## src/ebt_consts.svh

```systemverilog
// Function
// RL1 - Counter byte readable, resets to zero
// RL2 - Divider field picks tick divide 1 to 128
// RL3 - Divider change acts on next edge immediately
// RL4 - Run bit suspends or enables counting
// RL5 - Overflow event, masked by overflow mask bit
// RL6 - Writing one clears counter; reads zero
// RL7 - Clear bit reads zero after deep sleep
// RL8 - Mode 00 free runs zero to all-ones
// RL9 - Mode 01 counts down from compare value
// RL10 - Mode 10 counts zero to compare, restarts
// RL11 - Mode 11 counts up then down again
// RL12 - Bit 2 enables channel 0 compare
// RL13 - Bits 5:3 select channel output action
// RL14 - Actions 000 set, 001 clear, 010 toggle
// RL15 - Action 011 set up-match, clear at zero; in mode 11 code ignores zero, clears on down-count match
// RL16 - Action 100 clear up-match, set at zero; in mode 11 code ignores zero, sets on down-count match
// RL17 - Action 101 set match, clear at all-ones
// RL18 - Action 110 clear match, set at zero
// RL19 - Bit 6 masks channel 0 interrupt
// RL20 - Software writes zeros to reserved bits
// RL21 - Compare value register, read/write, reset zero
// RL22 - Overflow flag set by hardware, one ignored
// RL23 - Channel flag set by hardware, one ignored
`ifndef EBT_CONSTS_SVH
`define EBT_CONSTS_SVH

// Register indices; byte address is four times the index
`define EBT_IDX_COUNTER_VALUE   8'hea
`define EBT_IDX_TIMER_CONTROL   8'heb
`define EBT_IDX_CH0_CMP_CONTROL 8'hec
`define EBT_IDX_CH0_CMP_VALUE   8'hed
`define EBT_IDX_PENDING_FLAGS   8'hd8

// timer_control fields
`define EBT_CTL_DIV_HI   7
`define EBT_CTL_DIV_LO   5
`define EBT_CTL_RUN      4
`define EBT_CTL_OVERFLOW_IRQ_MASK    3
`define EBT_CTL_CLEAR    2
`define EBT_CTL_MODE_HI  1
`define EBT_CTL_MODE_LO  0

// channel0_compare_control fields
`define EBT_CCTL_IM      6
`define EBT_CCTL_ACT_HI  5
`define EBT_CCTL_ACT_LO  3
`define EBT_CCTL_EN      2
`define EBT_CCTL_RSV_HI  1
`define EBT_CCTL_RSV_LO  0

// Pending flag fields
`define EBT_FLG_CH0      4
`define EBT_FLG_OVF      3

// Reset values
`define EBT_RST_COUNT    8'h00
`define EBT_RST_DIV      3'h0
`define EBT_RST_MODE     2'h0
`define EBT_RST_ACT      3'h0
`define EBT_RST_CC0      8'h00
`define EBT_CNT_MAX      8'hff
`define EBT_CNT_ZERO     8'h00

`endif

```

## src/ebt_pkg.sv

```systemverilog
package ebt_pkg;

	typedef enum logic [1:0] {
		EBT_FREE   = 2'b00,
		EBT_DOWN   = 2'b01,
		EBT_MODULO = 2'b10,
		EBT_UPDOWN = 2'b11
	} ebt_mode_t;

	typedef enum logic [2:0] {
		EBT_ACT_SET      = 3'b000,
		EBT_ACT_CLR      = 3'b001,
		EBT_ACT_TGL      = 3'b010,
		EBT_ACT_SET_UP   = 3'b011,
		EBT_ACT_CLR_UP   = 3'b100,
		EBT_ACT_SET_MAX  = 3'b101,
		EBT_ACT_CLR_ZERO = 3'b110,
		EBT_ACT_NONE     = 3'b111
	} ebt_act_t;

	typedef struct packed {
		logic [7:0]  cnt;
		logic        down;
		logic [6:0]  presc;
		logic [2:0]  div;
		logic        run;
		logic        overflow_irq_mask;
		ebt_mode_t   mode;
		logic        im;
		ebt_act_t    act;
		logic        cen;
		logic [1:0]  rsv;
		logic [7:0]  cc0;
		logic        ovf_flag;
		logic        ch0_flag;
		logic        ch_out;
		logic        ovf_irq;
		logic        ch0_irq;
		logic        ack;
		logic [31:0] rdata;
	} ebt_state_t;

endpackage

```

## src/ebt_timer.sv

```systemverilog
`timescale 1ns/1ns
`include "ebt_consts.svh"

module ebt_timer
	import ebt_pkg::*;
(
	input  wire logic        mclk_in,
	input  wire logic        rst_in,
	input  wire logic        tick_in,
	input  wire logic        wb_cyc_in,
	input  wire logic        wb_stb_in,
	input  wire logic        wb_we_in,
	input  wire logic [9:0]  wb_adr_in,
	input  wire logic [3:0]  wb_sel_in,
	input  wire logic [31:0] wb_dat_in,
	output logic [31:0]      wb_dat_out,
	output logic             wb_ack_out,
	output logic             ch0_out,
	output logic             ovf_irq_out,
	output logic             ch0_irq_out
);

	////////////////////////////////////////////////////////////////////////////
	// State

	localparam ebt_state_t RESET_STATE = '{
		cnt:      `EBT_RST_COUNT,
		down:     1'b0,
		presc:    7'h00,
		div:      `EBT_RST_DIV,
		run:      1'b0,
		overflow_irq_mask:    1'b1,
		mode:     EBT_FREE,
		im:       1'b1,
		act:      EBT_ACT_SET,
		cen:      1'b0,
		rsv:      2'h0,
		cc0:      `EBT_RST_CC0,
		ovf_flag: 1'b0,
		ch0_flag: 1'b0,
		ch_out:   1'b0,
		ovf_irq:  1'b0,
		ch0_irq:  1'b0,
		ack:      1'b0,
		rdata:    32'h0000_0000
	};

	ebt_state_t s;
	ebt_state_t next_s;

	logic       req;
	logic       wr;
	logic [7:0] idx;
	logic [6:0] div_mask;
	logic       step;
	logic [7:0] next_cnt;
	logic       next_down;
	logic       ovf_evt;
	logic       match;
	logic       hit_zero;
	logic       hit_max;
	logic       moving_down;
	logic       ctl_wr;
	logic       cctl_wr;
	logic       cc0_wr;
	logic       flg_wr;
	logic [7:0] wbyte;

	assign req   = wb_cyc_in & wb_stb_in & ~s.ack;
	assign wr    = req & wb_we_in & wb_sel_in[0];
	assign idx   = wb_adr_in[9:2];
	assign wbyte = wb_dat_in[7:0];

	assign ctl_wr  = wr && (idx == `EBT_IDX_TIMER_CONTROL);
	assign cctl_wr = wr && (idx == `EBT_IDX_CH0_CMP_CONTROL);
	assign cc0_wr  = wr && (idx == `EBT_IDX_CH0_CMP_VALUE);
	assign flg_wr  = wr && (idx == `EBT_IDX_PENDING_FLAGS);

	////////////////////////////////////////////////////////////////////////////
	// Prescaler

	// Mask taken from the live divider field, so a new value applies at once
	always_comb begin
		case (s.div)
			3'h0:    div_mask = 7'h00; // RL2
			3'h1:    div_mask = 7'h01;
			3'h2:    div_mask = 7'h03;
			3'h3:    div_mask = 7'h07;
			3'h4:    div_mask = 7'h0f;
			3'h5:    div_mask = 7'h1f;
			3'h6:    div_mask = 7'h3f;
			default: div_mask = 7'h7f;
		endcase
	end

	// No restart of the divider on a change: phase keeps running
	assign step = tick_in && ((s.presc & div_mask) == div_mask) && s.run; // RL3 RL4

	////////////////////////////////////////////////////////////////////////////
	// Counter step

	always_comb begin
		next_cnt  = s.cnt;
		next_down = s.down;
		ovf_evt   = 1'b0;
		case (s.mode)
			EBT_FREE: begin
				next_cnt = s.cnt + 8'h01; // RL8
				next_down = 1'b0;
				ovf_evt = (s.cnt == `EBT_CNT_MAX);
			end
			EBT_DOWN: begin
				// Stops at zero until reloaded by entering the mode again
				next_down = 1'b1;
				if (s.cnt != `EBT_CNT_ZERO) begin
					next_cnt = s.cnt - 8'h01; // RL9
					ovf_evt = (s.cnt == 8'h01);
				end
			end
			EBT_MODULO: begin
				next_down = 1'b0;
				if (s.cnt == s.cc0) begin
					next_cnt = `EBT_CNT_ZERO; // RL10
					ovf_evt = 1'b1;
				end else begin
					next_cnt = s.cnt + 8'h01;
				end
			end
			default: begin
				if (!s.down) begin
					if (s.cnt == s.cc0) begin
						next_down = (s.cc0 != `EBT_CNT_ZERO); // RL11
						next_cnt = (s.cc0 == `EBT_CNT_ZERO) ? s.cnt : s.cnt - 8'h01;
						ovf_evt = (s.cc0 == `EBT_CNT_ZERO);
					end else begin
						next_cnt = s.cnt + 8'h01;
					end
				end else begin
					if (s.cnt == `EBT_CNT_ZERO) begin
						next_down = 1'b0; // RL11
						next_cnt = (s.cc0 == `EBT_CNT_ZERO) ? s.cnt : 8'h01;
					end else begin
						next_cnt = s.cnt - 8'h01;
						ovf_evt = (s.cnt == 8'h01);
					end
				end
			end
		endcase
	end

	// Events seen on the value the counter moves to
	assign match       = step && s.cen && (next_cnt == s.cc0); // RL12 RL21
	assign hit_zero    = step && s.cen && (next_cnt == `EBT_CNT_ZERO);
	assign hit_max     = step && s.cen && (next_cnt == `EBT_CNT_MAX);
	assign moving_down = next_down && (s.mode == EBT_UPDOWN);

	////////////////////////////////////////////////////////////////////////////
	// Next state

	always_comb begin
		next_s = s;

		if (tick_in) begin
			next_s.presc = s.presc + 7'h01;
		end

		if (step) begin
			next_s.cnt  = next_cnt;
			next_s.down = next_down;
		end

		// Channel output; secondary event first so the match decides a tie
		if (s.cen) begin
			case (s.act) // RL13
				EBT_ACT_SET_UP: begin
					if (s.mode != EBT_UPDOWN && hit_zero) begin
						next_s.ch_out = 1'b0; // RL15
					end
					if (match) begin
						next_s.ch_out = !moving_down; // RL15
					end
				end
				EBT_ACT_CLR_UP: begin
					if (s.mode != EBT_UPDOWN && hit_zero) begin
						next_s.ch_out = 1'b1; // RL16
					end
					if (match) begin
						next_s.ch_out = moving_down; // RL16
					end
				end
				EBT_ACT_SET_MAX: begin
					if (hit_max) begin
						next_s.ch_out = 1'b0; // RL17
					end
					if (match) begin
						next_s.ch_out = 1'b1; // RL17
					end
				end
				EBT_ACT_CLR_ZERO: begin
					if (hit_zero) begin
						next_s.ch_out = 1'b1; // RL18
					end
					if (match) begin
						next_s.ch_out = 1'b0; // RL18
					end
				end
				EBT_ACT_SET: begin
					if (match) begin
						next_s.ch_out = 1'b1; // RL14
					end
				end
				EBT_ACT_CLR: begin
					if (match) begin
						next_s.ch_out = 1'b0; // RL14
					end
				end
				EBT_ACT_TGL: begin
					if (match) begin
						next_s.ch_out = !s.ch_out; // RL14
					end
				end
				default: begin
					next_s.ch_out = s.ch_out;
				end
			endcase
		end

		// Register writes
		if (ctl_wr) begin
			next_s.div   = wbyte[`EBT_CTL_DIV_HI:`EBT_CTL_DIV_LO]; // RL2 RL3
			next_s.run   = wbyte[`EBT_CTL_RUN]; // RL4
			next_s.overflow_irq_mask = wbyte[`EBT_CTL_OVERFLOW_IRQ_MASK]; // RL5
			next_s.mode  = ebt_mode_t'(wbyte[`EBT_CTL_MODE_HI:`EBT_CTL_MODE_LO]);
			// Entering down mode loads the start value
			if (ebt_mode_t'(wbyte[`EBT_CTL_MODE_HI:`EBT_CTL_MODE_LO]) == EBT_DOWN
				&& s.mode != EBT_DOWN) begin
				next_s.cnt  = s.cc0; // RL9
				next_s.down = 1'b1;
			end
			if (wbyte[`EBT_CTL_CLEAR]) begin
				next_s.cnt  = `EBT_CNT_ZERO; // RL6
				next_s.down = 1'b0;
			end
		end
		if (cctl_wr) begin
			next_s.im  = wbyte[`EBT_CCTL_IM]; // RL19
			next_s.act = ebt_act_t'(wbyte[`EBT_CCTL_ACT_HI:`EBT_CCTL_ACT_LO]); // RL13
			next_s.cen = wbyte[`EBT_CCTL_EN]; // RL12
			// Stored as written; software keeps them zero
			next_s.rsv = wbyte[`EBT_CCTL_RSV_HI:`EBT_CCTL_RSV_LO]; // RL20
		end
		if (cc0_wr) begin
			next_s.cc0 = wbyte; // RL21
		end

		// Software may only clear flags; a same-cycle event wins
		if (flg_wr) begin
			next_s.ovf_flag = s.ovf_flag & wbyte[`EBT_FLG_OVF]; // RL22
			next_s.ch0_flag = s.ch0_flag & wbyte[`EBT_FLG_CH0]; // RL23
		end
		if (step && ovf_evt) begin
			next_s.ovf_flag = 1'b1; // RL5 RL22
		end
		if (match) begin
			next_s.ch0_flag = 1'b1; // RL23
		end

		next_s.ovf_irq = next_s.ovf_flag & next_s.overflow_irq_mask; // RL5
		next_s.ch0_irq = next_s.ch0_flag & next_s.im; // RL19

		////////////////////////////////////////////////////////////////////////
		// Bus answer, one cycle after the request

		next_s.ack = req;
		if (req) begin
			next_s.rdata = 32'h0000_0000;
			if (!wb_we_in) begin
				case (idx)
					`EBT_IDX_COUNTER_VALUE: begin
						next_s.rdata[7:0] = s.cnt; // RL1
					end
					`EBT_IDX_TIMER_CONTROL: begin
						// Clear bit always reads zero, also after sleep
						next_s.rdata[7:0] = {s.div, s.run, s.overflow_irq_mask, 1'b0, s.mode}; // RL6 RL7
					end
					`EBT_IDX_CH0_CMP_CONTROL: begin
						next_s.rdata[7:0] = {1'b0, s.im, s.act, s.cen, s.rsv};
					end
					`EBT_IDX_CH0_CMP_VALUE: begin
						next_s.rdata[7:0] = s.cc0; // RL21
					end
					`EBT_IDX_PENDING_FLAGS: begin
						next_s.rdata[`EBT_FLG_OVF] = s.ovf_flag; // RL22
						next_s.rdata[`EBT_FLG_CH0] = s.ch0_flag; // RL23
					end
					default: begin
						next_s.rdata = 32'h0000_0000;
					end
				endcase
			end
		end
	end

	////////////////////////////////////////////////////////////////////////////
	// Registers

	always_ff @(posedge mclk_in) begin
		if (rst_in) begin
			s <= RESET_STATE; // RL1
		end else begin
			s <= next_s;
		end
	end

	assign wb_dat_out  = s.rdata;
	assign wb_ack_out  = s.ack;
	assign ch0_out     = s.ch_out;
	assign ovf_irq_out = s.ovf_irq;
	assign ch0_irq_out = s.ch0_irq;

endmodule

```

## config.mk

```make
export PLATFORM = sky130hd
export DESIGN_NAME = ebt_timer
export DESIGN_NICKNAME = d
export VERILOG_FILES = /design/src/ebt_pkg.sv /design/src/ebt_timer.sv
export VERILOG_INCLUDE_DIRS = /design/src /design/src/src
export SDC_FILE = /design/constraint.sdc
export NUM_CORES = 1
export LEC_CHECK = 0
export BUFFER_PORTS_ARGS = -buffer_cell sky130_fd_sc_hd__buf_2
export CAP_MARGIN = 25
export CORE_MARGIN = 3
export CORE_UTILIZATION = 31
export CTS_CLUSTER_DIAMETER = 120
export DETAILED_ROUTE_END_ITERATION = 12
export GPL_TIMING_DRIVEN = 0
export HOLD_SLACK_MARGIN = 0.02
export PLACE_DENSITY = 0.55
export RECOVER_POWER = 50
export SLEW_MARGIN = 25
export SYNTH_ARGS = -nofsm -noshare
export SYNTH_HDL_FRONTEND = slang
export SYNTH_SLANG_ARGS = --single-unit
```

## constraint.sdc

```tcl
create_clock -name mclk_in -period 4.8 [get_ports mclk_in]
set_clock_uncertainty 0.2 [all_clocks]
set_input_delay 0.24 -clock mclk_in [delete_from_list [all_inputs] [get_ports mclk_in]]
set_output_delay 0.24 -clock mclk_in [all_outputs]
set_load 0.02 [all_outputs]
```

# Word-level counts from Yosys, hierarchy flattened
# Cells that the tools add are included.
[totals]
reg_bits = 76
in_bits = 52
elab_cells = 139
output_inout_bits = 36
[classes]
n_eq_ne = 36
muxes = 44
n_bitwise = 10
n_reduce_logical = 27
n_addsub = 3
[op_table]
columns = ["operator", "n"]
rows = [
  ["8-bit 2-to-1 mux", 8],
  ["8-bit == test (second input constant)", 7],
  ["7-bit case mux with 7 select lines", 1],
  ["9-bit 2-to-1 mux", 4],
  ["8-bit zero test", 3],
  ["3-bit case mux with 4 select lines", 2],
  ["8-bit case mux with 3 select lines", 1],
  ["1-bit 2-to-1 mux", 21],
  ["3-bit == test (second input constant)", 6],
  ["8-bit == test", 2],
  ["8-bit nonzero test", 2],
  ["1-bit logical AND", 14],
  ["3-bit by 2-bit == test with 1-bit output (second input constant)", 4],
  ["3-bit inequality test (second input constant)", 4],
  ["2-bit case mux with 5 select lines", 1],
  ["9-bit AND reduction", 1],
  ["8-bit by 1-bit adder with 8-bit output (second input constant)", 1],
  ["1-bit AND", 8],
  ["8-bit by 1-bit == test with 1-bit output (second input constant)", 1],
  ["2-bit inequality test (second input constant)", 4],
  ["8-bit by 1-bit subtractor with 8-bit output (second input constant)", 1],
  ["7-bit by 1-bit adder with 7-bit output (second input constant)", 1],
  ["7-bit AND", 1],
  ["7-bit == test", 1],
  ["other kinds (16)", 21],
]

# Depth between registers and ports, before layout
# Gate-level depths: netlist (run 1).
[logic_depth]
depth_word = 12
mapped_depth = 14
ltp_nobuf = 13

# Worst setup path before layout (run 1)
# No wires, ideal clock.
[synth_timing]
path_kind = "reg2reg"
startpoint = "reg s[68] (netlist name)"
endpoint = "reg s (netlist bit ch0_out)"
slack_ps = 1497
setup_time_ps = 119
arrival_time_ps = 2983
synth_period_minus_slack_ps = 3303
n_path_buf = 1
required_time_ps = 4481
stages_incl_launch_ff = 14
path_cell_list = "dfxtp_1 -> clkbuf_1 -> inv_1 -> ha_1 -> nor3b_1 -> o21ai_1 -> xnor2_1 -> a211o_1 -> xor2_1 -> nor4_1 -> nand3_1 -> or3_4 -> mux2i_1 -> o21ai_1"
[synth_between]
elab_chain_len = 10
elab_cells_between_ends = 39
classes_between = "2 x add/sub; 10 x eq/ne; 17 x mux; 10 x reduce/logical"
[synth_lines]
columns = ["item", "line_no", "text"]
rows = [
  ["start, declared", "ebt_timer.sv:48", "ebt_state_t s;"],
  ["start signal, assigned", "ebt_timer.sv:311", "s <= next_s;"],
  ["8-bit by 1-bit subtractor with 8-bit output", "ebt_timer.sv:116, ebt_timer.sv:133, ebt_timer.sv:143", ""],
  ["8-bit 2-to-1 mux", "ebt_timer.sv:133", "next_cnt = (s.cc0 == `EBT_CNT_ZERO) ? s.cnt : s.cnt - 8'h01;"],
  ["8-bit 2-to-1 mux", "ebt_timer.sv:131", "if (s.cnt == s.cc0) begin"],
  ["8-bit 2-to-1 mux", "ebt_timer.sv:130", "if (!s.down) begin"],
  ["8-bit case mux with 3 select lines", "ebt_timer.sv:106", "case (s.mode)"],
  ["8-bit zero test (no source line)", "--", ""],
  ["1-bit logical AND", "ebt_timer.sv:153", "assign hit_zero = step && s.cen && (next_cnt == `EBT_CNT_ZERO);"],
  ["1-bit logical AND", "ebt_timer.sv:176, ebt_timer.sv:184", ""],
  ["3-bit inequality test (no source line)", "--", ""],
  ["9-bit AND reduction (no source line)", "--", ""],
]
# Parallel ways exist; a longest one is shown, timed or not.
# A chain may end at the register's enable or synchronous reset.

# Worst setup path after layout (run 1)
[layout_timing]
startpoint = "reg s[68] (netlist name)"
endpoint = "reg s (netlist bit ch0_irq_out)"
[layout_between]
elab_chain_len = 9
elab_cells_between_ends = 17
classes_between = "2 x add/sub; 2 x eq/ne; 9 x mux; 1 x bitwise; 3 x reduce/logical"
[layout_lines]
columns = ["item", "line_no", "text"]
rows = [
  ["8-bit by 1-bit subtractor with 8-bit output", "ebt_timer.sv:116, ebt_timer.sv:133, ebt_timer.sv:143", ""],
  ["8-bit 2-to-1 mux", "ebt_timer.sv:133", ""],
  ["8-bit 2-to-1 mux", "ebt_timer.sv:131", ""],
  ["8-bit 2-to-1 mux", "ebt_timer.sv:130", ""],
  ["8-bit case mux with 3 select lines (*)", "ebt_timer.sv:106", ""],
  ["8-bit == test (*)", "ebt_timer.sv:152", "assign match = step && s.cen && (next_cnt == s.cc0);"],
  ["1-bit logical AND (*)", "ebt_timer.sv:152", ""],
  ["1-bit 2-to-1 mux (*)", "ebt_timer.sv:264", "if (match) begin"],
  ["1-bit AND (*)", "ebt_timer.sv:269", "next_s.ch0_irq = next_s.ch0_flag & next_s.im;"],
]
# Every way passes the cells marked *; elsewhere a longest branch is shown, timed or not.

==> results of run 1 <==
## repair_timing
| item | 4_1_cts | 5_1_grt |
|---|---|---|
| hold endpoints to repair | 6 | 0 |
| setup buffers | 0 | 0 |
| hold buffers | 3 | 0 |
## area by class of cell
| type | count | area, um^2 | share of cell area [%] |
|---|---|---|---|
| Sequential cell | 52 | 1040 | 23.6 |
| Buffer | 69 | 388 | 8.79 |
| Clock buffer | 5 | 125 | 2.84 |
| Timing Repair Buffer | 35 | 175 | 3.97 |
| Inverter | 14 | 57.6 | 1.30 |
| Clock inverter | 3 | 46.3 | 1.05 |
| Tap cell | 143 | 179 | 4.06 |
| Multi-Input combinational cell | 374 | 2400 | 54.4 |
## metrics by stage
stage	hold slack, ns	instances	cell area, um^2
floorplan	0.184	509	3890
global placement	0.270	684	4230
detailed placement	0.279	684	4230
CTS	0.0291	695	4430
global route	0.0529	695	4410
finish	0.0283	695	4410
## synthesized netlist by cell type, types with 2 or more instances
library cell / n
a211o_1: 5
a211oi_1: 4
a21o_1: 2
a21oi_1: 27
a221o_1: 2
a221oi_1: 4
a22oi_1: 16
a311oi_1: 2
a31oi_1: 3
a32oi_1: 2
and3_1: 6
and4b_1: 3
buf_1: 4
buf_4: 32
clkbuf_1: 31
dfxtp_1: 52
ha_1: 5
inv_1: 13
mux2i_1: 28
nand2_1: 24
nand2b_1: 3
nand3_1: 20
nand4_1: 6
nor2_1: 60
nor2b_1: 4
nor3_1: 5
nor3b_1: 3
nor4_1: 6
nor4_2: 3
nor4b_1: 2
o211ai_1: 7
o21a_1: 2
o21ai_0: 17
o21ai_1: 8
o22ai_1: 2
o311ai_1: 2
or3_1: 7
or4_1: 3
xnor2_1: 10
xor2_1: 20
## logic make-up (layout without fill, tap and decap cells)
| group | after synthesis | count (layout) | synth area share [%] |
|---|---|---|---|
| mux | 29 | 29 | 7.67 |
| other cells | 1 | 24 | 0.0987 |
| xor+xnor | 30 | 30 | 6.91 |
| compound gates | 119 | 119 | 21.5 |
| buf+inv | 83 | 126 | 11.7 |
| simple gates | 167 | 167 | 23.1 |
| flops | 52 | 52 | 27.4 |
| fa+ha+maj | 5 | 5 | 1.65 |
## power breakdown
part,total (W),switching (W),internal (W)
Sequential,0.000437,0.00000283,0.000434
Clock,0.000426,0.000177,0.000249
Combinational,0.0000775,0.0000469,0.0000306
## routing by layer
layer	vias up	track usage [%]
met2	132	29.4
met5	-	0
met4	0	4.28
met1	1797	23.9
met3	21	2.54
li1	1830	-
## worst max-delay path: stages, from the launching register on
cell and delay (ns):
dfxtp_1 0.39, clkbuf_1 0.33, inv_1 0.20, ha_1 0.32, nor3b_1 0.98, nor4_1 0.18, o21ai_1 0.19, o311ai_1 0.11
o22ai_1 0.54, xor2_1 0.20, nand3_1 0.15, or3_4 0.42, a21oi_2 0.16, and2b_1 0.14
## cells in the final DEF, fill, tap and decap left out, types with 13 or more instances in the layout
cell type / instances
a22oi_1: 16
o21ai_0: 17
nand3_1: 20
inv_1: 13
a21oi_1: 27
dfxtp_1: 52
xor2_1: 20
buf_2: 21
mux2i_1: 28
nor2_1: 60
clkbuf_1: 44
nand2_1: 24
buf_4: 32
conb_1: 24
## how the worst max path moves through the flow
stage / from / endpoint / depth (start not counted)
finish: s[68]$_SDFF_PP0_ / ch0_irq_out$_SDFF_PP0_ / 13
global route: s[68]$_SDFF_PP0_ / ch0_irq_out$_SDFF_PP0_ / 13
CTS: s[68]$_SDFF_PP0_ / ch0_out$_SDFFE_PP0P_ / 13
detailed placement: s[68]$_SDFF_PP0_ / ch0_out$_SDFFE_PP0P_ / 13
global placement: s[68]$_SDFF_PP0_ / ch0_irq_out$_SDFF_PP0_ / 13
floorplan: s[68]$_SDFF_PP0_ / ch0_out$_SDFFE_PP0P_ / 13
## sequential cells by signal, indices dropped and copies added (netlist names)
register / count
ch0_irq_out: 1
ch0_out: 1
ovf_irq_out: 1
s: 40
wb_ack_out: 1
wb_dat_out: 8
==> run metrics, run 1 <==
status completed; TritonCTS clock tree built; total CTS buffers 5; leak pwr 1.82 nW; wire per inst 17.3 um; initial antenna violation count 0; Max-Cap Viols 0; RSZ-0062 raised after global routing no; DR top layer met4; Worst-Skew Late Latency 0.30 ns; die height 117 um; Crit Path Class flip-flop to flip-flop; RR Endpoint ch0_irq_out$_SDFF_PP0_; R2R depth 13; total gr overflow 0; Tmin final 4.55 ns; fraction of layout cells with a size suffix above 1 13.2%; Final ANT Viol Nets 0; Final Setup Violations 0; Vias 3780; pwr/cell area 213 mW/mm^2; Core Util, Final 37.7%; critical path fanouts, max 10; hold_sp wb_dat_in[4]; Period Utilization, post-route 94.8%; asr flop ratio synth 0%; main flop type after synthesis dfxtp_1; Fill cells 1261; Hold Path Cell Cnt 3; startpoint types flip-flop; Resize count post-CTS 0; Final GP Congestion 0.915; Critical Path RT 4.85 ns; fin worst setup slack 0.249 ns; CP Capture Type flip-flop; dpl ws 0.423 ns; Reg2Reg Setup Slack 0.25 ns; WL final 12000 um; die width 117 um; number of flops mapped to enable cells by yosys 0; M1 wire length 5240 um; Global Route Usage Sum 17.6%; setup TNS 0 ns; R2R Path Start s[68]$_SDFF_PP0_; clock sink count 52; core footprint 0.0117 mm^2; Seq cells post-synth 52; CTS Buffer Depth 2; Slew @ Worst Pin 1.18 ns; worst hold path type input port to flip-flop; total I/O pin count 88; Worst EP arrival 4.60 ns; area leader, netlist dfxtp_1; WL met2 5880 um; metal3 WL 737 um; Buffers on Ports 32; maximum VDD drop 0.000174 V; htree depth 2; total die area 0.0136 mm^2; nets 608; Hold Vio Cnt, Final 0; Reg clk slew, reported paths 0.07 ns; Mean Syn Cell Area 7.82 um^2; Netlist cell types 71; yosys warns 0; Area Growth Syn to Fin 16.1%; total power 0.000940 W; 1st-iter DRT viols 310; fmax 220 MHz; largest cells by area after synthesis dfxtp_1 (27%), mux2i_1 (7.4%), buf_4 (6.3%); register area share after synthesis 27.4%; Post-Syn Area 0.00380 mm^2; Root Buffer clkbuf_16; HPWL Detailed 8880 um; Starting Density 32.4%; DRT Pass-1 Iters 4; largest net degree at the start of global routing 18; Worst Hold End s[42]$_SDFFE_PP0P_; # rows 39; synthesized instance count 486; DRC 0; Ant. Diodes 0; Yosys top cell area share 27.4%; Slew Viols, Final 0; Slew HR 21.5%; number of global-route vias before repair 3522; first-pass GRT wire length 18900 um; drt via density 5.44
(Power assumes the default switching activity.)
==> run 2, diff against run 1 <==
--- a/config.mk
+++ b/config.mk
@@ -14,7 +14,7 @@
 export DETAILED_ROUTE_END_ITERATION = 12
 export GPL_TIMING_DRIVEN = 0
 export HOLD_SLACK_MARGIN = 0.02
-export PLACE_DENSITY = 0.55
+export PLACE_DENSITY = 0.57
 export RECOVER_POWER = 50
 export SLEW_MARGIN = 25
 export SYNTH_ARGS = -nofsm -noshare
==> constraint.sdc (replaced) <==
create_clock -name mclk_in -period 3.86 [get_ports mclk_in]
set_clock_uncertainty 0.2 [all_clocks]
set_input_delay 0.193 -clock mclk_in [delete_from_list [all_inputs] [get_ports mclk_in]]
set_output_delay 0.193 -clock mclk_in [all_outputs]
set_load 0.02 [all_outputs]
==> run 2 against run 1 <==
  * Count of clock-buffer cells in the layout unchanged
  * Cell count up 0.29%
  * Combinational power up 29%
==> run metrics, run 2 (synthesized netlist as in run 1, its figures left out) <==
status completed (unchanged); CP Capture Type flip-flop (unchanged); Final ANT Viol Nets 0 (unchanged); Power Internal 0.000826 W (was 0.000714 W); die width 117 um (unchanged); nets 610 (was 608); drt via density 5.46 (was 5.44); Max-Cap Viols 0 (unchanged); Most flops, register s (unchanged); Reg clk slew, reported paths 0.08 ns (was 0.07 ns); maximum VDD drop 0.000197 V (was 0.000174 V); TritonCTS clock tree built (unchanged); most common cell after layout, fill and taps aside nor2_1 (unchanged); 1st-iter DRT viols 282 (was 310); clock power share 41.6% (was 45.3%); Slew @ Worst Pin 0.828 ns (was 1.18 ns); CTS Buffer Depth 2 (unchanged); Hold Vio Cnt, Final 0 (unchanged); worst hold path type input port to flip-flop (unchanged); core footprint 0.0117 mm^2 (unchanged); Final GP Congestion 0.922 (was 0.915); DRC 0 (unchanged); most frequent cells in the layout nor2_1 (60), dfxtp_1 (50), clkbuf_1 (42), buf_4 (32), mux2i_1 (28) (was nor2_1 (60), dfxtp_1 (52), clkbuf_1 (44), buf_4 (32), mux2i_1 (28)); total I/O pin count 88 (unchanged); P_sw 0.000275 W (was 0.000227 W); HPWL Detailed 8730 um (was 8880 um); total die area 0.0136 mm^2 (unchanged); number of global-route vias before repair 3451 (was 3522); Root Buffer clkbuf_16 (unchanged); max FFs per register 40 (unchanged); Starting Density 32.4% (unchanged); RSZ-0062 raised after global routing no (unchanged); fmax 275 MHz (was 220 MHz); htree depth 2 (unchanged); Worst-Skew Late Latency 0.29 ns (was 0.30 ns); sequential fraction of design power 49.3% (was 46.4%); R2R depth 12 (was 13); critical path fanouts, max 14 (was 10); Vias 3803 (was 3780); DRT Pass-1 Iters 5 (was 4); startpoint types flip-flop (unchanged); Worst EP arrival 3.63 ns (was 4.60 ns); wire per inst 16.6 um (was 17.3 um); Slew Viols, Final 0 (unchanged); Hold Path Cell Cnt 3 (unchanged); first-pass GRT wire length 18400 um (was 18900 um); Crit Path Class flip-flop to flip-flop (unchanged); Critical Path RT 3.85 ns (was 4.85 ns); clock sink count 52 (unchanged); die height 117 um (unchanged); total CTS buffers 5 (unchanged); WL final 11600 um (was 12000 um); multi-input logic area 0.00243 mm^2 (was 0.00240 mm^2); Fill cells 1247 (was 1261); Global Route Usage Sum 17.0% (was 17.6%); pwr/cell area 247 mW/mm^2 (was 213 mW/mm^2); Comb pwr share 9.1% (was 8.2%); # rows 39 (unchanged); Buffers on Ports 32 (unchanged); WHS 0.0334 ns (was 0.0283 ns); Period Utilization, post-route 94.4% (was 94.8%); initial antenna violation count 0 (unchanged); total power 0.00110 W (was 0.000940 W); largest net degree at the start of global routing 19 (was 18); total gr overflow 0 (unchanged); fraction of layout cells with a size suffix above 1 14.1% (was 13.2%); Tmin final 3.64 ns (was 4.55 ns); Ant. Diodes 0 (unchanged); Final Setup Violations 0 (unchanged); sequential cell area 0.00104 mm^2 (about the same); setup TNS 0 ns (unchanged); leak pwr 1.83 nW (was 1.82 nW); switching share of power 25.0% (was 24.1%); Area Growth Syn to Fin 17.4% (was 16.1%); Slew HR 44.3% (was 21.5%)
## run 2: worst max-delay path, stage by stage, from the launching register on
cell,delay (ns)
dfxtp_2,0.42
inv_1,0.15
ha_2,0.27
or3b_1,0.46
or3_1,0.40
a21oi_2,0.23
a211o_1,0.26
xor2_1,0.11
nor4_1,0.26
nand3_1,0.17
or3_4,0.38
mux2i_1,0.17
o21ai_1,0.07
## run 2: final cells by class
type,count,area share [%]
plain buffers,67,8.53
clock buffers,5,2.81
clock inverters,3,0.561
inverters,14,1.29
multi-input cells,374,54.6
flip-flops and latches,52,23.4
well taps,143,4.01
repair buffers,39,4.82
## run 2: path summary, 6_finish.rpt
check | start | end | slack [ns]
worst max register to register | s[68]$_SDFF_PP0_ | ch0_out$_SDFFE_PP0P_ | 0.22
worst min register to register | s[65]$_SDFFE_PP0P_ | s[65]$_SDFFE_PP0P_ | 0.29
worst min-delay path | wb_dat_in[0] | s[46]$_SDFFE_PP0P_ | 0.03
worst max-delay path | s[68]$_SDFF_PP0_ | ch0_out$_SDFFE_PP0P_ | 0.22
## run 2: per-stage QoR
stage / cell area [um^2] / cells / setup WS, ns / utilization, %
after floorplan: 3890 / 509 / 0.557 / -
after CTS: 4440 / 697 / 0.0531 / 37.9
after global placement: 4230 / 684 / -0.333 / 36.1
final: 4460 / 697 / 0.218 / 38.1
after global routing: 4460 / 697 / 0.0654 / 38.1
after detailed placement: 4230 / 684 / -0.348 / 36.1
## run 2: power groups by stage
| stage | clock network, W | registers (W) | logic [W] |
|---|---|---|---|
| 4_1_cts | 0.000465 | 0.000543 | 0.0000998 |
| 3_5_place_dp | 0 | 0.000556 | 0.0000943 |
| 6_report | 0.000457 | 0.000543 | 0.000100 |
| 3_3_place_gp | 0 | 0.000555 | 0.0000933 |
| 5_1_grt | 0.000491 | 0.000544 | 0.000111 |
| 2_1_floorplan | 0 | 0.000555 | 0.0000677 |
## run 2: timing repair
action	in CTS	in global routing
buffers inserted	0	0
gates resized for setup	1	7
hold buffers	7	0
hold endpoints to repair	17	0
endpoints found under the setup margin	3	3
## run 2: routing by layer
layer	wire [um]	up-vias	global-route usage, %	share of wire (%)
li1	-	1831	-	-
met1	5020	1772	24.4	43
met2	5440	175	26.3	47
met3	879	25	2.33	7.6
met4	260	0	5.20	2.2
met5	0	-	0	0
